==> src/acs_params.svh <==
// Purpose: Constants for the ADC channel sequencer control block
// Assumes: One 40 MHz clock, classic Wishbone slave, 32-bit data
// Notes: Register offsets are byte addresses
`ifndef ACS_PARAMS_SVH
`define ACS_PARAMS_SVH
`define ACS_OFS_CTRL 8'h00
`define ACS_OFS_STAT 8'h04
`define ACS_OFS_RSLT 8'h08
`define ACS_F_RANGE 0
`define ACS_F_SEQ_B0 1
`define ACS_F_SEQ_B1 2
`define ACS_F_TYP_B0 3
`define ACS_F_TYP_B1 4
`define ACS_F_CH_B0 5
`define ACS_F_CH_B1 6
`define ACS_F_REF 8
`define ACS_F_CODING 9
`define ACS_F_PWR_B0 10
`define ACS_F_PWR_B1 11
`define ACS_CTRL_W 12
`define ACS_CTRL_RST 12'h000
`define ACS_CONV_PERIODS 13
`define ACS_CLK_DIV 4
`define ACS_RES_BITS 12
`endif

==> src/acs_pkg.sv <==
// Purpose: Shared types of the converter control block
// Assumes: State enum codes are left to the tool; power mode codes count 0 to 3 in order
// Notes: Power mode order follows the two power select bits
package acs_pkg;
    typedef enum {ACS_IDLE, ACS_CONV, ACS_DONE} acs_state_t;
    typedef enum logic [1:0] {
        ACS_PM_NORMAL, ACS_PM_AUTO_SHUT, ACS_PM_AUTO_STBY, ACS_PM_FULL_SHUT
    } acs_pm_t;
endpackage

==> src/acs_sar_if.sv <==
// Purpose: Link between control logic and approximation engine
// Assumes: Both sides run on the one system clock
// Notes: Comparator level passes straight through
`timescale 1ns/10ps
interface acs_sar_if;
    logic start;
    logic tick;
    logic abort;
    logic comp_hi;
    logic done;
    logic [11:0] code;
    modport ctrl (output start, output tick, output abort, input done,
        input code);
    modport sar (input start, input tick, input abort, input comp_hi,
        output done, output code);
endinterface

==> src/acs_sar.sv <==
// Purpose: Successive approximation engine of the converter
// Assumes: One trial bit per conversion clock tick
// Notes: Trial count is the resolution; rest of 13 ticks is sampling
`timescale 1ns/10ps
`include "acs_params.svh"
module acs_sar
    import acs_pkg::*;
#(
    parameter int RES_BITS = `ACS_RES_BITS
) (
    input wire logic ref_clk,
    input wire logic rst_n,
    acs_sar_if.sar sif
);
    logic [11:0] trial_q;
    logic [11:0] bit_q;
    logic busy_q;
    logic done_q;
    wire logic [11:0] kept = sif.comp_hi ? trial_q : (trial_q & ~bit_q);
    always_ff @(posedge ref_clk or negedge rst_n) begin
        if (!rst_n) begin
            trial_q <= 12'h000;
            bit_q <= 12'h000;
            busy_q <= 1'b0;
            done_q <= 1'b0;
        end else if (sif.start || sif.abort) begin
            bit_q <= 12'(1 << (RES_BITS - 1));
            trial_q <= 12'(1 << (RES_BITS - 1));
            busy_q <= sif.start;
            done_q <= 1'b0;
        end else if (busy_q && sif.tick) begin
            // Rebalance ends when the last trial bit is judged
            trial_q <= (bit_q == 12'h001) ? kept : (kept | (bit_q >> 1));
            bit_q <= bit_q >> 1;
            busy_q <= (bit_q != 12'h001);
            done_q <= (bit_q == 12'h001);
        end
    end
    assign sif.done = done_q;
    assign sif.code = trial_q;
endmodule // acs_sar

==> src/acs_ctrl.sv <==
// Purpose: ADC control word, input decode, sequencer, conversion timing
// Assumes: Classic Wishbone slave, one-cycle ack, conversion clock enable
// Notes: Mixed sequence codes and input type 11 are host errors
`timescale 1ns/10ps
`include "acs_params.svh"
module acs_ctrl
    import acs_pkg::*;
#(
    parameter int RES_BITS = `ACS_RES_BITS,
    parameter int CLK_DIV = `ACS_CLK_DIV
) (
    input wire logic ref_clk,
    input wire logic rst_n,
    input wire logic wb_cyc_i,
    input wire logic wb_stb_i,
    input wire logic wb_we_i,
    input wire logic [7:0] wb_adr_i,
    input wire logic [31:0] wb_dat_i,
    input wire logic [3:0] wb_sel_i,
    output logic [31:0] wb_dat_o,
    output logic wb_ack_o,
    input wire logic convert_start_strobe,
    input wire logic conversion_clock,
    input wire logic comp_hi,
    output logic [3:0] vin_pos_sel,
    output logic [3:0] vin_neg_sel,
    output logic neg_to_analog_ground,
    output logic ref_powered,
    output logic core_powered,
    output logic result_valid
);
    acs_sar_if sif();
    acs_sar #(.RES_BITS(RES_BITS)) u_sar (
        .ref_clk(ref_clk), .rst_n(rst_n), .sif(sif));
    assign sif.comp_hi = comp_hi;

    logic [`ACS_CTRL_W-1:0] ctrl_q;
    logic [1:0] ptr_q;
    logic [1:0] conv_ch_q;
    logic strobe_q;
    logic clk_q;
    logic [3:0] tick_cnt_q;
    logic asleep_q;
    logic [11:0] result_q;
    logic valid_q;
    logic aborted_q;
    logic ack_q;
    acs_state_t st_q;

    // Host may rewrite control any time, including during shutdown
    wire logic wb_req = wb_cyc_i && wb_stb_i && !ack_q;
    wire logic ctrl_wr = wb_req && wb_we_i &&
        (wb_adr_i == `ACS_OFS_CTRL) && (wb_sel_i[1:0] == 2'b11);
    wire logic [`ACS_CTRL_W-1:0] ctrl_new = wb_dat_i[`ACS_CTRL_W-1:0];
    wire logic seq_on = ctrl_q[`ACS_F_SEQ_B1] && ctrl_q[`ACS_F_SEQ_B0];
    wire logic new_seq_on = ctrl_new[`ACS_F_SEQ_B1] && ctrl_new[`ACS_F_SEQ_B0];
    wire logic diff_mode = ctrl_q[`ACS_F_TYP_B1] ^ ctrl_q[`ACS_F_TYP_B0];
    wire logic [1:0] addr = {ctrl_q[`ACS_F_CH_B1], ctrl_q[`ACS_F_CH_B0]};
    wire acs_pm_t pm =
        acs_pm_t'({ctrl_q[`ACS_F_PWR_B1], ctrl_q[`ACS_F_PWR_B0]});
    wire logic strobe_rise = convert_start_strobe && !strobe_q;
    wire logic strobe_fall = !convert_start_strobe && strobe_q;
    wire logic clk_fall = !conversion_clock && clk_q;
    wire logic tick = clk_fall;

    // Next channel of a sequence; pairs step by two
    function automatic logic [1:0] next_ch(input logic [1:0] cur,
        input logic [1:0] last, input logic diff);
        logic [1:0] step;
        step = diff ? 2'd2 : 2'd1;
        if ((diff ? {cur[1], 1'b0} : cur) >= (diff ? {last[1], 1'b0} : last))
            next_ch = 2'd0;
        else
            next_ch = cur + step;
    endfunction

    // One-hot input select from channel number
    function automatic logic [3:0] onehot(input logic [1:0] ch);
        onehot = 4'h1 << ch;
    endfunction

    wire logic [1:0] pos_ch = conv_ch_q;
    wire logic [1:0] neg_ch = {conv_ch_q[1], ~conv_ch_q[0]};
    assign vin_pos_sel = onehot(pos_ch);
    assign vin_neg_sel = diff_mode ? onehot(neg_ch) : 4'h0;
    assign neg_to_analog_ground = !diff_mode;

    // Channel for the next conversion
    wire logic [1:0] take_ch = seq_on ? ptr_q : addr;

    always_ff @(posedge ref_clk or negedge rst_n) begin
        if (!rst_n) begin
            ctrl_q <= `ACS_CTRL_RST;
            ack_q <= 1'b0;
        end else begin
            ack_q <= wb_req;
            if (ctrl_wr) ctrl_q <= ctrl_new;
        end
    end

    always_ff @(posedge ref_clk or negedge rst_n) begin
        if (!rst_n) begin
            // Idle levels of both pins, so reset makes no false edge
            strobe_q <= 1'b1;
            clk_q <= 1'b1;
        end else begin
            strobe_q <= convert_start_strobe;
            clk_q <= conversion_clock;
        end
    end

    // Sequence pointer
    always_ff @(posedge ref_clk or negedge rst_n) begin
        if (!rst_n) begin
            ptr_q <= 2'd0;
        end else if (ctrl_wr && new_seq_on) begin
            ptr_q <= 2'd0;
        end else if (seq_on && strobe_fall) begin
            ptr_q <= next_ch(ptr_q, addr, diff_mode);
        end
    end

    // Conversion timing: count falling conversion clock edges
    always_ff @(posedge ref_clk or negedge rst_n) begin
        if (!rst_n) begin
            st_q <= ACS_IDLE;
            tick_cnt_q <= 4'd0;
            conv_ch_q <= 2'd0;
            aborted_q <= 1'b0;
        end else begin
            case (st_q)
                ACS_IDLE: begin
                    if (strobe_fall && !asleep_q) begin
                        st_q <= ACS_CONV;
                        tick_cnt_q <= 4'd0;
                        conv_ch_q <= take_ch;
                        aborted_q <= 1'b0;
                    end
                end
                ACS_CONV: begin
                    if (strobe_rise &&
                        tick_cnt_q < 4'(`ACS_CONV_PERIODS)) begin
                        st_q <= ACS_IDLE;
                        aborted_q <= 1'b1;
                    end else if (tick) begin
                        tick_cnt_q <= tick_cnt_q + 4'd1;
                        if (tick_cnt_q == 4'(`ACS_CONV_PERIODS - 1))
                            st_q <= ACS_DONE;
                    end
                end
                ACS_DONE: st_q <= ACS_IDLE;
                default: st_q <= ACS_IDLE;
            endcase
        end
    end

    wire logic sar_start = (st_q == ACS_IDLE) && strobe_fall && !asleep_q;
    wire logic sar_tick = (st_q == ACS_CONV) && tick &&
        tick_cnt_q >= 4'(`ACS_CONV_PERIODS - RES_BITS);
    assign sif.start = sar_start;
    assign sif.tick = sar_tick;
    assign sif.abort = (st_q == ACS_CONV) && strobe_rise &&
        tick_cnt_q < 4'(`ACS_CONV_PERIODS);

    // Output coding: invert MSB for twos complement
    wire logic [11:0] msb_mask = 12'(1 << (RES_BITS - 1));
    wire logic [11:0] coded = ctrl_q[`ACS_F_CODING] ?
        (sif.code ^ msb_mask) : sif.code;

    always_ff @(posedge ref_clk or negedge rst_n) begin
        if (!rst_n) begin
            result_q <= 12'h000;
            valid_q <= 1'b0;
        end else if (st_q == ACS_DONE && sif.done) begin
            result_q <= coded;
            valid_q <= 1'b1;
        end else if (sif.abort) begin
            valid_q <= 1'b0;
        end
    end
    assign result_valid = valid_q;

    // Power: auto modes sleep after each conversion until the next strobe rise
    always_ff @(posedge ref_clk or negedge rst_n) begin
        if (!rst_n) begin
            asleep_q <= 1'b0;
        end else if (pm == ACS_PM_FULL_SHUT) begin
            asleep_q <= 1'b1;
        end else if (pm == ACS_PM_NORMAL || strobe_rise) begin
            asleep_q <= 1'b0;
        end else if (st_q == ACS_DONE) begin
            asleep_q <= 1'b1;
        end
    end
    assign core_powered = !asleep_q;
    assign ref_powered = !asleep_q || (pm == ACS_PM_AUTO_STBY);

    wire logic [31:0] rd_mux =
        (wb_adr_i == `ACS_OFS_CTRL) ? {20'h00000, ctrl_q} :
        (wb_adr_i == `ACS_OFS_STAT) ? {24'h000000, aborted_q, valid_q,
            asleep_q, (st_q == ACS_CONV), 2'b00, ptr_q} :
        (wb_adr_i == `ACS_OFS_RSLT) ? {20'h00000, result_q} : 32'h00000000;
    always_ff @(posedge ref_clk or negedge rst_n) begin
        if (!rst_n) wb_dat_o <= 32'h00000000;
        else if (wb_req && !wb_we_i) wb_dat_o <= rd_mux;
    end
    assign wb_ack_o = ack_q;

    property p_done_after_13;
        @(posedge ref_clk) disable iff (!rst_n)
        (st_q == ACS_DONE) |->
        $past(tick_cnt_q) == 4'(`ACS_CONV_PERIODS - 1);
    endproperty
    a_done_after_13: assert property (p_done_after_13)
        else $error("conversion ended early");
    property p_abort_invalid;
        @(posedge ref_clk) disable iff (!rst_n)
        sif.abort |=> !valid_q;
    endproperty
    a_abort_invalid: assert property (p_abort_invalid)
        else $error("abort left result valid");
    property p_seq_restart;
        @(posedge ref_clk) disable iff (!rst_n)
        (ctrl_wr && new_seq_on) |=> ptr_q == 2'd0;
    endproperty
    a_seq_restart: assert property (p_seq_restart)
        else $error("sequence did not restart");
    property p_se_ground;
        @(posedge ref_clk) disable iff (!rst_n)
        (!diff_mode) |-> neg_to_analog_ground && vin_neg_sel == 4'h0;
    endproperty
    a_se_ground: assert property (p_se_ground)
        else $error("single-ended negative not grounded");
    property p_pair;
        @(posedge ref_clk) disable iff (!rst_n)
        diff_mode |-> (vin_neg_sel == onehot(pos_ch ^ 2'd1));
    endproperty
    a_pair: assert property (p_pair)
        else $error("bad differential pair");
    property p_seq_lower;
        @(posedge ref_clk) disable iff (!rst_n)
        (seq_on && diff_mode && strobe_fall && !(ctrl_wr && new_seq_on))
        |=> ptr_q[0] == 1'b0;
    endproperty
    a_seq_lower: assert property (p_seq_lower)
        else $error("inverse pair sequenced");
    property p_seq_adv;
        @(posedge ref_clk) disable iff (!rst_n)
        (seq_on && !diff_mode && strobe_fall && ptr_q < addr && !ctrl_wr)
        |=> ptr_q == $past(ptr_q) + 2'd1;
    endproperty
    a_seq_adv: assert property (p_seq_adv)
        else $error("sequencer did not advance");
    property p_manual_ch;
        @(posedge ref_clk) disable iff (!rst_n)
        (sar_start && !seq_on) |=> conv_ch_q == $past(addr);
    endproperty
    a_manual_ch: assert property (p_manual_ch)
        else $error("wrong manual channel");
    property p_coding;
        @(posedge ref_clk) disable iff (!rst_n)
        (st_q == ACS_DONE && sif.done) |=>
        result_q == ($past(ctrl_q[`ACS_F_CODING]) ?
            ($past(sif.code) ^ msb_mask) : $past(sif.code));
    endproperty
    a_coding: assert property (p_coding)
        else $error("bad output coding");
    property p_shutdown;
        @(posedge ref_clk) disable iff (!rst_n)
        (pm == ACS_PM_FULL_SHUT) |=> !core_powered;
    endproperty
    a_shutdown: assert property (p_shutdown)
        else $error("shutdown left core powered");
    property p_seq_wrap;
        @(posedge ref_clk) disable iff (!rst_n)
        (seq_on && !diff_mode && strobe_fall && ptr_q == addr && !ctrl_wr)
        |=> ptr_q == 2'd0;
    endproperty
    a_seq_wrap: assert property (p_seq_wrap)
        else $error("sequence did not wrap to channel 0");
    property p_pseudo;
        @(posedge ref_clk) disable iff (!rst_n)
        (ctrl_q[`ACS_F_TYP_B0] && !ctrl_q[`ACS_F_TYP_B1]) |->
        !neg_to_analog_ground && vin_neg_sel == onehot(pos_ch ^ 2'd1);
    endproperty
    a_pseudo: assert property (p_pseudo)
        else $error("bad pseudo differential pair");
    property p_sleep_refuse;
        @(posedge ref_clk) disable iff (!rst_n)
        (st_q == ACS_IDLE && strobe_fall && asleep_q) |=> st_q == ACS_IDLE;
    endproperty
    a_sleep_refuse: assert property (p_sleep_refuse)
        else $error("conversion started while powered down");
    property p_ctrl_kept;
        @(posedge ref_clk) disable iff (!rst_n)
        (pm == ACS_PM_FULL_SHUT && !ctrl_wr) |=> $stable(ctrl_q);
    endproperty
    a_ctrl_kept: assert property (p_ctrl_kept)
        else $error("control word lost in shutdown");
    c_sleep_wake: cover property (@(posedge ref_clk) asleep_q && strobe_rise);
    c_diff_seq: cover property (@(posedge ref_clk)
        seq_on && diff_mode && strobe_fall);
    c_conv_done: cover property (@(posedge ref_clk) st_q == ACS_DONE);
    c_abort: cover property (@(posedge ref_clk) sif.abort);
    c_wrap: cover property (@(posedge ref_clk)
        seq_on && strobe_fall && ptr_q == addr);
endmodule // acs_ctrl

==> config.mk <==
export PLATFORM = sky130hd
export DESIGN_NAME = acs_ctrl
export DESIGN_NICKNAME = d
export VERILOG_FILES = /design/src/acs_pkg.sv /design/src/acs_sar_if.sv /design/src/acs_sar.sv /design/src/acs_ctrl.sv
export VERILOG_INCLUDE_DIRS = /design/src
export SDC_FILE = /design/constraint.sdc
export NUM_CORES = 1
export LEC_CHECK = 0
export BUFFER_PORTS_ARGS = -buffer_cell sky130_fd_sc_hd__buf_2
export CAP_MARGIN = 10
export CORE_ASPECT_RATIO = 0.5
export CORE_MARGIN = 2
export CORE_UTILIZATION = 30
export CTS_BUF_LIST = sky130_fd_sc_hd__clkbuf_4
export CTS_CLUSTER_DIAMETER = 120
export DETAILED_ROUTE_END_ITERATION = 7
export HOLD_SLACK_MARGIN = 0.06
export PLACE_DENSITY_LB_ADDON = 0.08
export SYNTH_ARGS = -nofsm -noshare
export SYNTH_HDL_FRONTEND = slang
export SYNTH_SLANG_ARGS = --single-unit
==> constraint.sdc <==
create_clock -name ref_clk -period 2.3 [get_ports ref_clk]
set_input_delay 0.46 -clock ref_clk [delete_from_list [all_inputs] [get_ports ref_clk]]
set_output_delay 0.46 -clock ref_clk [all_outputs]
set_load 0.01 [all_outputs]
Word-level counts from Yosys, hierarchy flattened
Cells that the tools add are included.
{"block": "classes", "mux": 39, "n_lt_le_gt_ge": 3, "add_sub_neg": 2, "n_eq_ne": 17, "bitwise": 6, "n_reduce_logical": 46, "n_shift": 2}
{"operator": "32-bit two-way mux", "count": 4}
{"operator": "12-bit two-way mux", "count": 10}
{"operator": "32-bit logical NOT", "count": 2}
{"operator": "32-bit one-hot mux with 2 select lines", "count": 1}
{"operator": "32-bit by 1-bit equality test with 1-bit output, second input constant", "count": 1}
{"operator": "32-bit by 2-bit equality test with 1-bit output, second input constant", "count": 1}
{"operator": "32-bit by 3-bit equality test with 1-bit output, second input constant", "count": 1}
{"operator": "1-bit logical AND", "count": 23}
{"operator": "4-bit two-way mux", "count": 4}
{"operator": "1-bit two-way mux", "count": 13}
{"operator": "12-bit AND", "count": 1}
{"operator": "12-bit by 1-bit equality test with 1-bit output, second input constant", "count": 1}
{"operator": "12-bit by 1-bit inequality test with 1-bit output, second input constant", "count": 1}
{"operator": "12-bit NOT", "count": 1}
{"operator": "12-bit by 11-bit bitwise OR with 12-bit output", "count": 1}
{"operator": "2-bit two-way mux", "count": 5}
{"operator": "8-bit by 3-bit equality test with 1-bit output, second input constant", "count": 1}
{"operator": "8-bit by 4-bit equality test with 1-bit output, second input constant", "count": 1}
{"operator": "8-bit logical NOT", "count": 1}
{"operator": "2-bit inequality test, second input constant", "count": 4}
{"operator": "4-bit one-hot mux with 2 select lines", "count": 1}
{"operator": "2-bit nonzero test", "count": 4}
{"operator": "1-bit by 2-bit left shift with 4-bit output, first input constant", "count": 2}
{"operator": "1-bit logical NOT", "count": 7}
{"operator": "other kinds (17)", "count": 24}
{"block": "word_totals", "register_bits": 128, "output_inout_bits": 45, "in_bits": 52}

Depth between registers and ports, before layout
{"block": "depth", "word_depth": 7, "mapped_depth": 8, "depth_no_buf": 8}

Cells and area by module
From an unflattened synthesis, not the netlist that was laid out.
{"block": "unflattened", "hier_cells": 354, "area_unflattened_um2": 3839.9}
{"mod": "acs_ctrl", "seq_area_each_um2": 1303.8, "cells_per_inst": 249, "instances": 1, "area_per_inst_um2": 2715.1}
{"mod": "acs_sar", "seq_area_each_um2": 650.6, "cells_per_inst": 105, "instances": 1, "area_per_inst_um2": 1124.8}

Least setup slack after synthesis
Ideal clock, no wire load.
{"block": "synth_path", "path_kind": "reg-to-reg", "from": "reg ctrl_q[4]", "to": "reg ptr_q[1]", "setup_ns": 0.077, "synth_period_minus_slack_ns": 2.125, "stages_incl_launch_ff": 9, "required_time_ns": 2.223, "slack_ns": 0.175, "t_arrival_ns": 2.048, "path_cell_list": "dfrtp_1 xnor2_1 ha_1 inv_1 ha_1 nand2b_1 a21oi_1 a31oi_1 a21oi_1"}
{"block": "synth_between", "elab_chain_cells": 6, "elab_cells_between_ends": 9}
{"element": "start, declared", "line_no": "acs_ctrl.sv:37", "rtl": "logic [`ACS_CTRL_W-1:0] ctrl_q;"}
{"element": "start signal, assigned", "line_no": "acs_ctrl.sv:93", "rtl": "ctrl_q <= `ACS_CTRL_RST;"}
{"element": "start signal, assigned", "line_no": "acs_ctrl.sv:97", "rtl": "if (ctrl_wr) ctrl_q <= ctrl_new;"}
{"element": "1-bit XOR *", "line_no": "acs_ctrl.sv:57", "rtl": "wire logic diff_mode = ctrl_q[`ACS_F_TYP_B1] ^ ctrl_q[`ACS_F_TYP_B0];"}
{"element": "2-bit two-way mux or 1-bit two-way mux (tied branches)", "line_no": "acs_ctrl.sv:70, acs_ctrl.sv:71"}
{"element": "2-bit adder or 2-bit >= comparator (tied branches)", "line_no": "acs_ctrl.sv:74, acs_ctrl.sv:71"}
{"element": "2-bit two-way mux *", "line_no": "acs_ctrl.sv:71", "rtl": "if ((diff ? {cur[1], 1'b0} : cur) >= (diff ? {last[1], 1'b0} : last))"}
{"element": "2-bit two-way mux *", "line_no": "acs_ctrl.sv:118", "rtl": "end else if (seq_on && strobe_fall) begin"}
{"element": "2-bit two-way mux *", "line_no": "acs_ctrl.sv:116", "rtl": "end else if (ctrl_wr && new_seq_on) begin"}
{"element": "end signal, assigned", "line_no": "acs_ctrl.sv:119", "rtl": "ptr_q <= next_ch(ptr_q, addr, diff_mode);"}
{"element": "end, declared", "line_no": "acs_ctrl.sv:38", "rtl": "logic [1:0] ptr_q;"}
Every way passes the cells marked *; elsewhere a longest branch is shown, timed or not. The select of a mux whose other input is x is not followed.
A chain may end at the register's enable or synchronous reset.

Worst setup path in the final report
{"block": "layout_path", "from": "reg ctrl_q[4]", "to": "out vin_neg_sel[1]"}
{"block": "layout_between", "elab_chain_cells": 2}
{"element": "1-bit XOR", "line_no": "acs_ctrl.sv:57"}
{"element": "4-bit two-way mux", "line_no": "acs_ctrl.sv:85", "rtl": "assign vin_neg_sel = diff_mode ? onehot(neg_ch) : 4'h0;"}
{"element": "end, declared", "line_no": "acs_ctrl.sv:26", "rtl": "output logic [3:0] vin_neg_sel,"}
No other way between the ends.

==> results by group <==
Synth
  • Number of synthesized register bits: 78
  • Sequential area share after synthesis: 0.514
  • Warnings, synthesis: 0
  • Synth area leader: dfrtp_1
  • Area of the mapped netlist: 3800 um^2
  • Area share of the largest cell type after synthesis: 0.501
  • Top cells by area, synth: dfrtp_1 (50%), buf_4 (4.2%), nand2_1 (3.3%)
  • Asr flop ratio synth: 1.00
  • Syn avg cell area: 10.8 um^2
  • Synth Flop Type: dfrtp_1
  • Top post-synthesis cells by count: dfrtp_1 (76), nand2_1 (33), inv_1 (22)
  • Yosys cell types: 56
  • Top-count cell post-synth: dfrtp_1
  • EDFF count, synth: 0
  • Gate Count Post-Synth: 352

Route
  • DRT iter0 DRCs: 154
  • DRT antenna net count: 0
  • Vias per cell: 4.89
  • TritonRoute pass-1 iters: 4
  • WL met1: 4980 um
  • Final WL: 9440 um
  • Vias: 2872
  • WL met2: 3770 um
  • DR WL met3: 609 um
  • Wirelength per Cell: 16.1 um
  • DRC Markers: 0
  • Top routing layer in use: met4

Place
  • RePlAce Congestion: 0.804
  • PortBufs: 54
  • Hpwl dp: 6930 um

Pwr
  • P per Cell Area: 599 nW/um^2
  • Peak supply drop: 0.195 mV
  • Int Power: 1.87 mW
  • Combinational Power Share: 0.164
  • Lkg Pwr: 2.14 nW
  • Sequential share of power: 0.576
  • Sw power: 0.776 mW
  • Clock network power share: 0.260
  • Switching Fraction: 0.294

STA
  • Slew Viols, Final: 0
  • Tcrit/Tclk final: 0.932
  • Max Fclk: 466 MHz
  • Worst slew pin tran: 617 ps
  • # setup viols final: 0
  • Fin. Hold Viols: 0
  • Final setup TNS: 0 ps
  • Period minus WS final: 2140 ps
  • Relative slew slack: 0.588
  • RSZ-0062 raised after global routing: no
  • Skew final: 14.3 ps

Layout
  • Multi-input gate area: 1610 um^2
  • Final Util: 0.365
  • FF+latch area: 1950 um^2
  • Final #Nets: 476
  • Fill cells: 1222
  • N_diodes: 0
  • Share of cells above drive strength 1: 0.251
  • Layout area overhead: 16.2%

Clock network
  • Maximum clock path buffer count: 2
  • Root buffer cell: clkbuf_4
  • CTS H-tree lvls: 3
  • Clock sinks: 78
  • TritonCTS Buffers: 9
  • Clock slew at reported path FFs: 120 ps
  • CTS tree: done
  • Worst-Skew Late Latency: 420 ps

Global routing
  • Largest net degree at the start of global routing: 50
  • Tot GR Track Use: 0.143
  • First-pass GRT wire length: 15100 um
  • Antenna violations before repair: 0
  • Gr ovfl total: 0
  • Vias in the first global route: 2770

Floorplan
  • CORE AREA: 12100 um^2
  • Rows: 28
  • Initial core utilization: 0.314
  • Die Ht: 83.6 um
  • I/O pin count: 97
  • Die area: 13600 um^2
  • Die Wd: 163 um

Min path
  • HP Class: in2reg
  • Hold Path Depth: 1

Worst setup path
  • Arrival @ worst endpoint: 1680 ps
  • Worst setup SP type: flip-flop
  • Critical Path End Type: output pin
  • Worst Reg-to-Reg Cells: 8
  • Crit path kind: reg2out
  • R2R Path Start: ctrl_q[4]
  • Crit. Startpoint: ctrl_q[4]
  • Critical path endpoint: vin_neg_sel[1]
  • Reg-to-Reg End: ptr_q[1]
  • Critical Path RT: 1840 ps
  • Flop-to-flop setup slack: 160 ps
  • Largest fanout on the critical path: 5

Status
  • Status: finished, final reports clean

Job
  • Max Cap Violations: 0
==> state kept, by name, indices dropped and copies added, names as in the netlist, 2 cells and up <==
signal and count:
u_sar.bit_q 12, tick_cnt_q 4, conv_ch_q 2, ctrl_q 12, ptr_q 2, st_q 2
wb_dat_o 12, u_sar.sif.code 12, result_q 12
==> layout by cell type (no fill, tap or decap), drive strengths merged, types with 9 or more instances in the layout <==
| cell type | Yosys | routed |
|---|---|---|
| buf | 25 | 72 |
| mux2i | 9 | 9 |
| dfrtp | 76 | 76 |
| nand3 | 13 | 13 |
| nand2 | 33 | 33 |
| conb | 1 | 20 |
| a22o | 12 | 12 |
| mux2 | 17 | 17 |
| clkbuf | 12 | 12 |
| o21ai | 24 | 24 |
| nor2b | 9 | 9 |
| inv | 22 | 22 |
==> cells by family after synthesis <==
| logic type | Yosys count | synth area share |
|---|---|---|
| XOR/XNOR | 3 | 0.00692 |
| adder cells (fa/ha/maj) | 7 | 0.0224 |
| AND/OR/NAND/NOR | 98 | 0.146 |
| flip-flops | 78 | 0.514 |
| multiplexers | 26 | 0.0741 |
| buffers and inverters | 59 | 0.0804 |
| other | 1 | 0.000987 |
| AO/OA/AOI/OAI | 80 | 0.154 |
==> worst max-delay path, stage by stage (launching register included) <==
cell,delay [ps]
dfrtp_1,430
xnor2_1,430
buf_4,220
nor3_1,40
buf_2,140
==> layer usage <==
layer	global-route usage	vias to the layer above
met1	0.216	1383
met4	0.0338	0
met2	0.197	99
met5	0	-
met3	0.0437	11
li1	-	1379
==> power by group through the flow <==
stage	clock, mW	combinational (mW)	sequential (mW)
after global routing	0.787	0.488	1.53
after CTS	0.727	0.435	1.52
final	0.688	0.434	1.52
after detailed placement	0	0.432	1.55
after floorplan	0	0.290	1.52
after global placement	0	0.423	1.54
==> through the flow <==
step           cell area (um^2)  total power [mW]  hold WS (ps)  worst slack, ps  std cells
2_1_floorplan              3870              1.81           164              175        371
3_3_place_gp               4300              1.96           421              144        571
3_5_place_dp               4300              1.98           432              147        571
4_1_cts                    4410              2.68           112              129        587
5_1_grt                    4410              2.81          95.8             6.61        587
6_report                   4410              2.64           154              156        587
==> how the worst min path moves through the flow <==
stage	to	startpoint	slack (ps)
2_1_floorplan	aborted_q	rst_n	160
3_3_place_gp	u_sar.bit_q[8]	rst_n	420
3_5_place_dp	u_sar.bit_q[8]	rst_n	430
4_1_cts	clk_q	conversion_clock	110
5_1_grt	clk_q	conversion_clock	100
6_report	clk_q	conversion_clock	150
==> cell type report <==
type,count,area share
inverter,22,0.0187
timing repair buffer,73,0.103
sequential,78,0.443
tap,165,0.0468
clock inverter,3,0.00283
clock buffer,12,0.0204
multi-input combinational,234,0.365
==> repair_timing <==
item,4_1_cts,5_1_grt
setup endpoints to repair,0,1
gates resized for setup,0,1
endpoints found under the hold margin,27,0
buffers inserted,0,0
hold buffers,1,0
(Power assumes the default switching activity.)
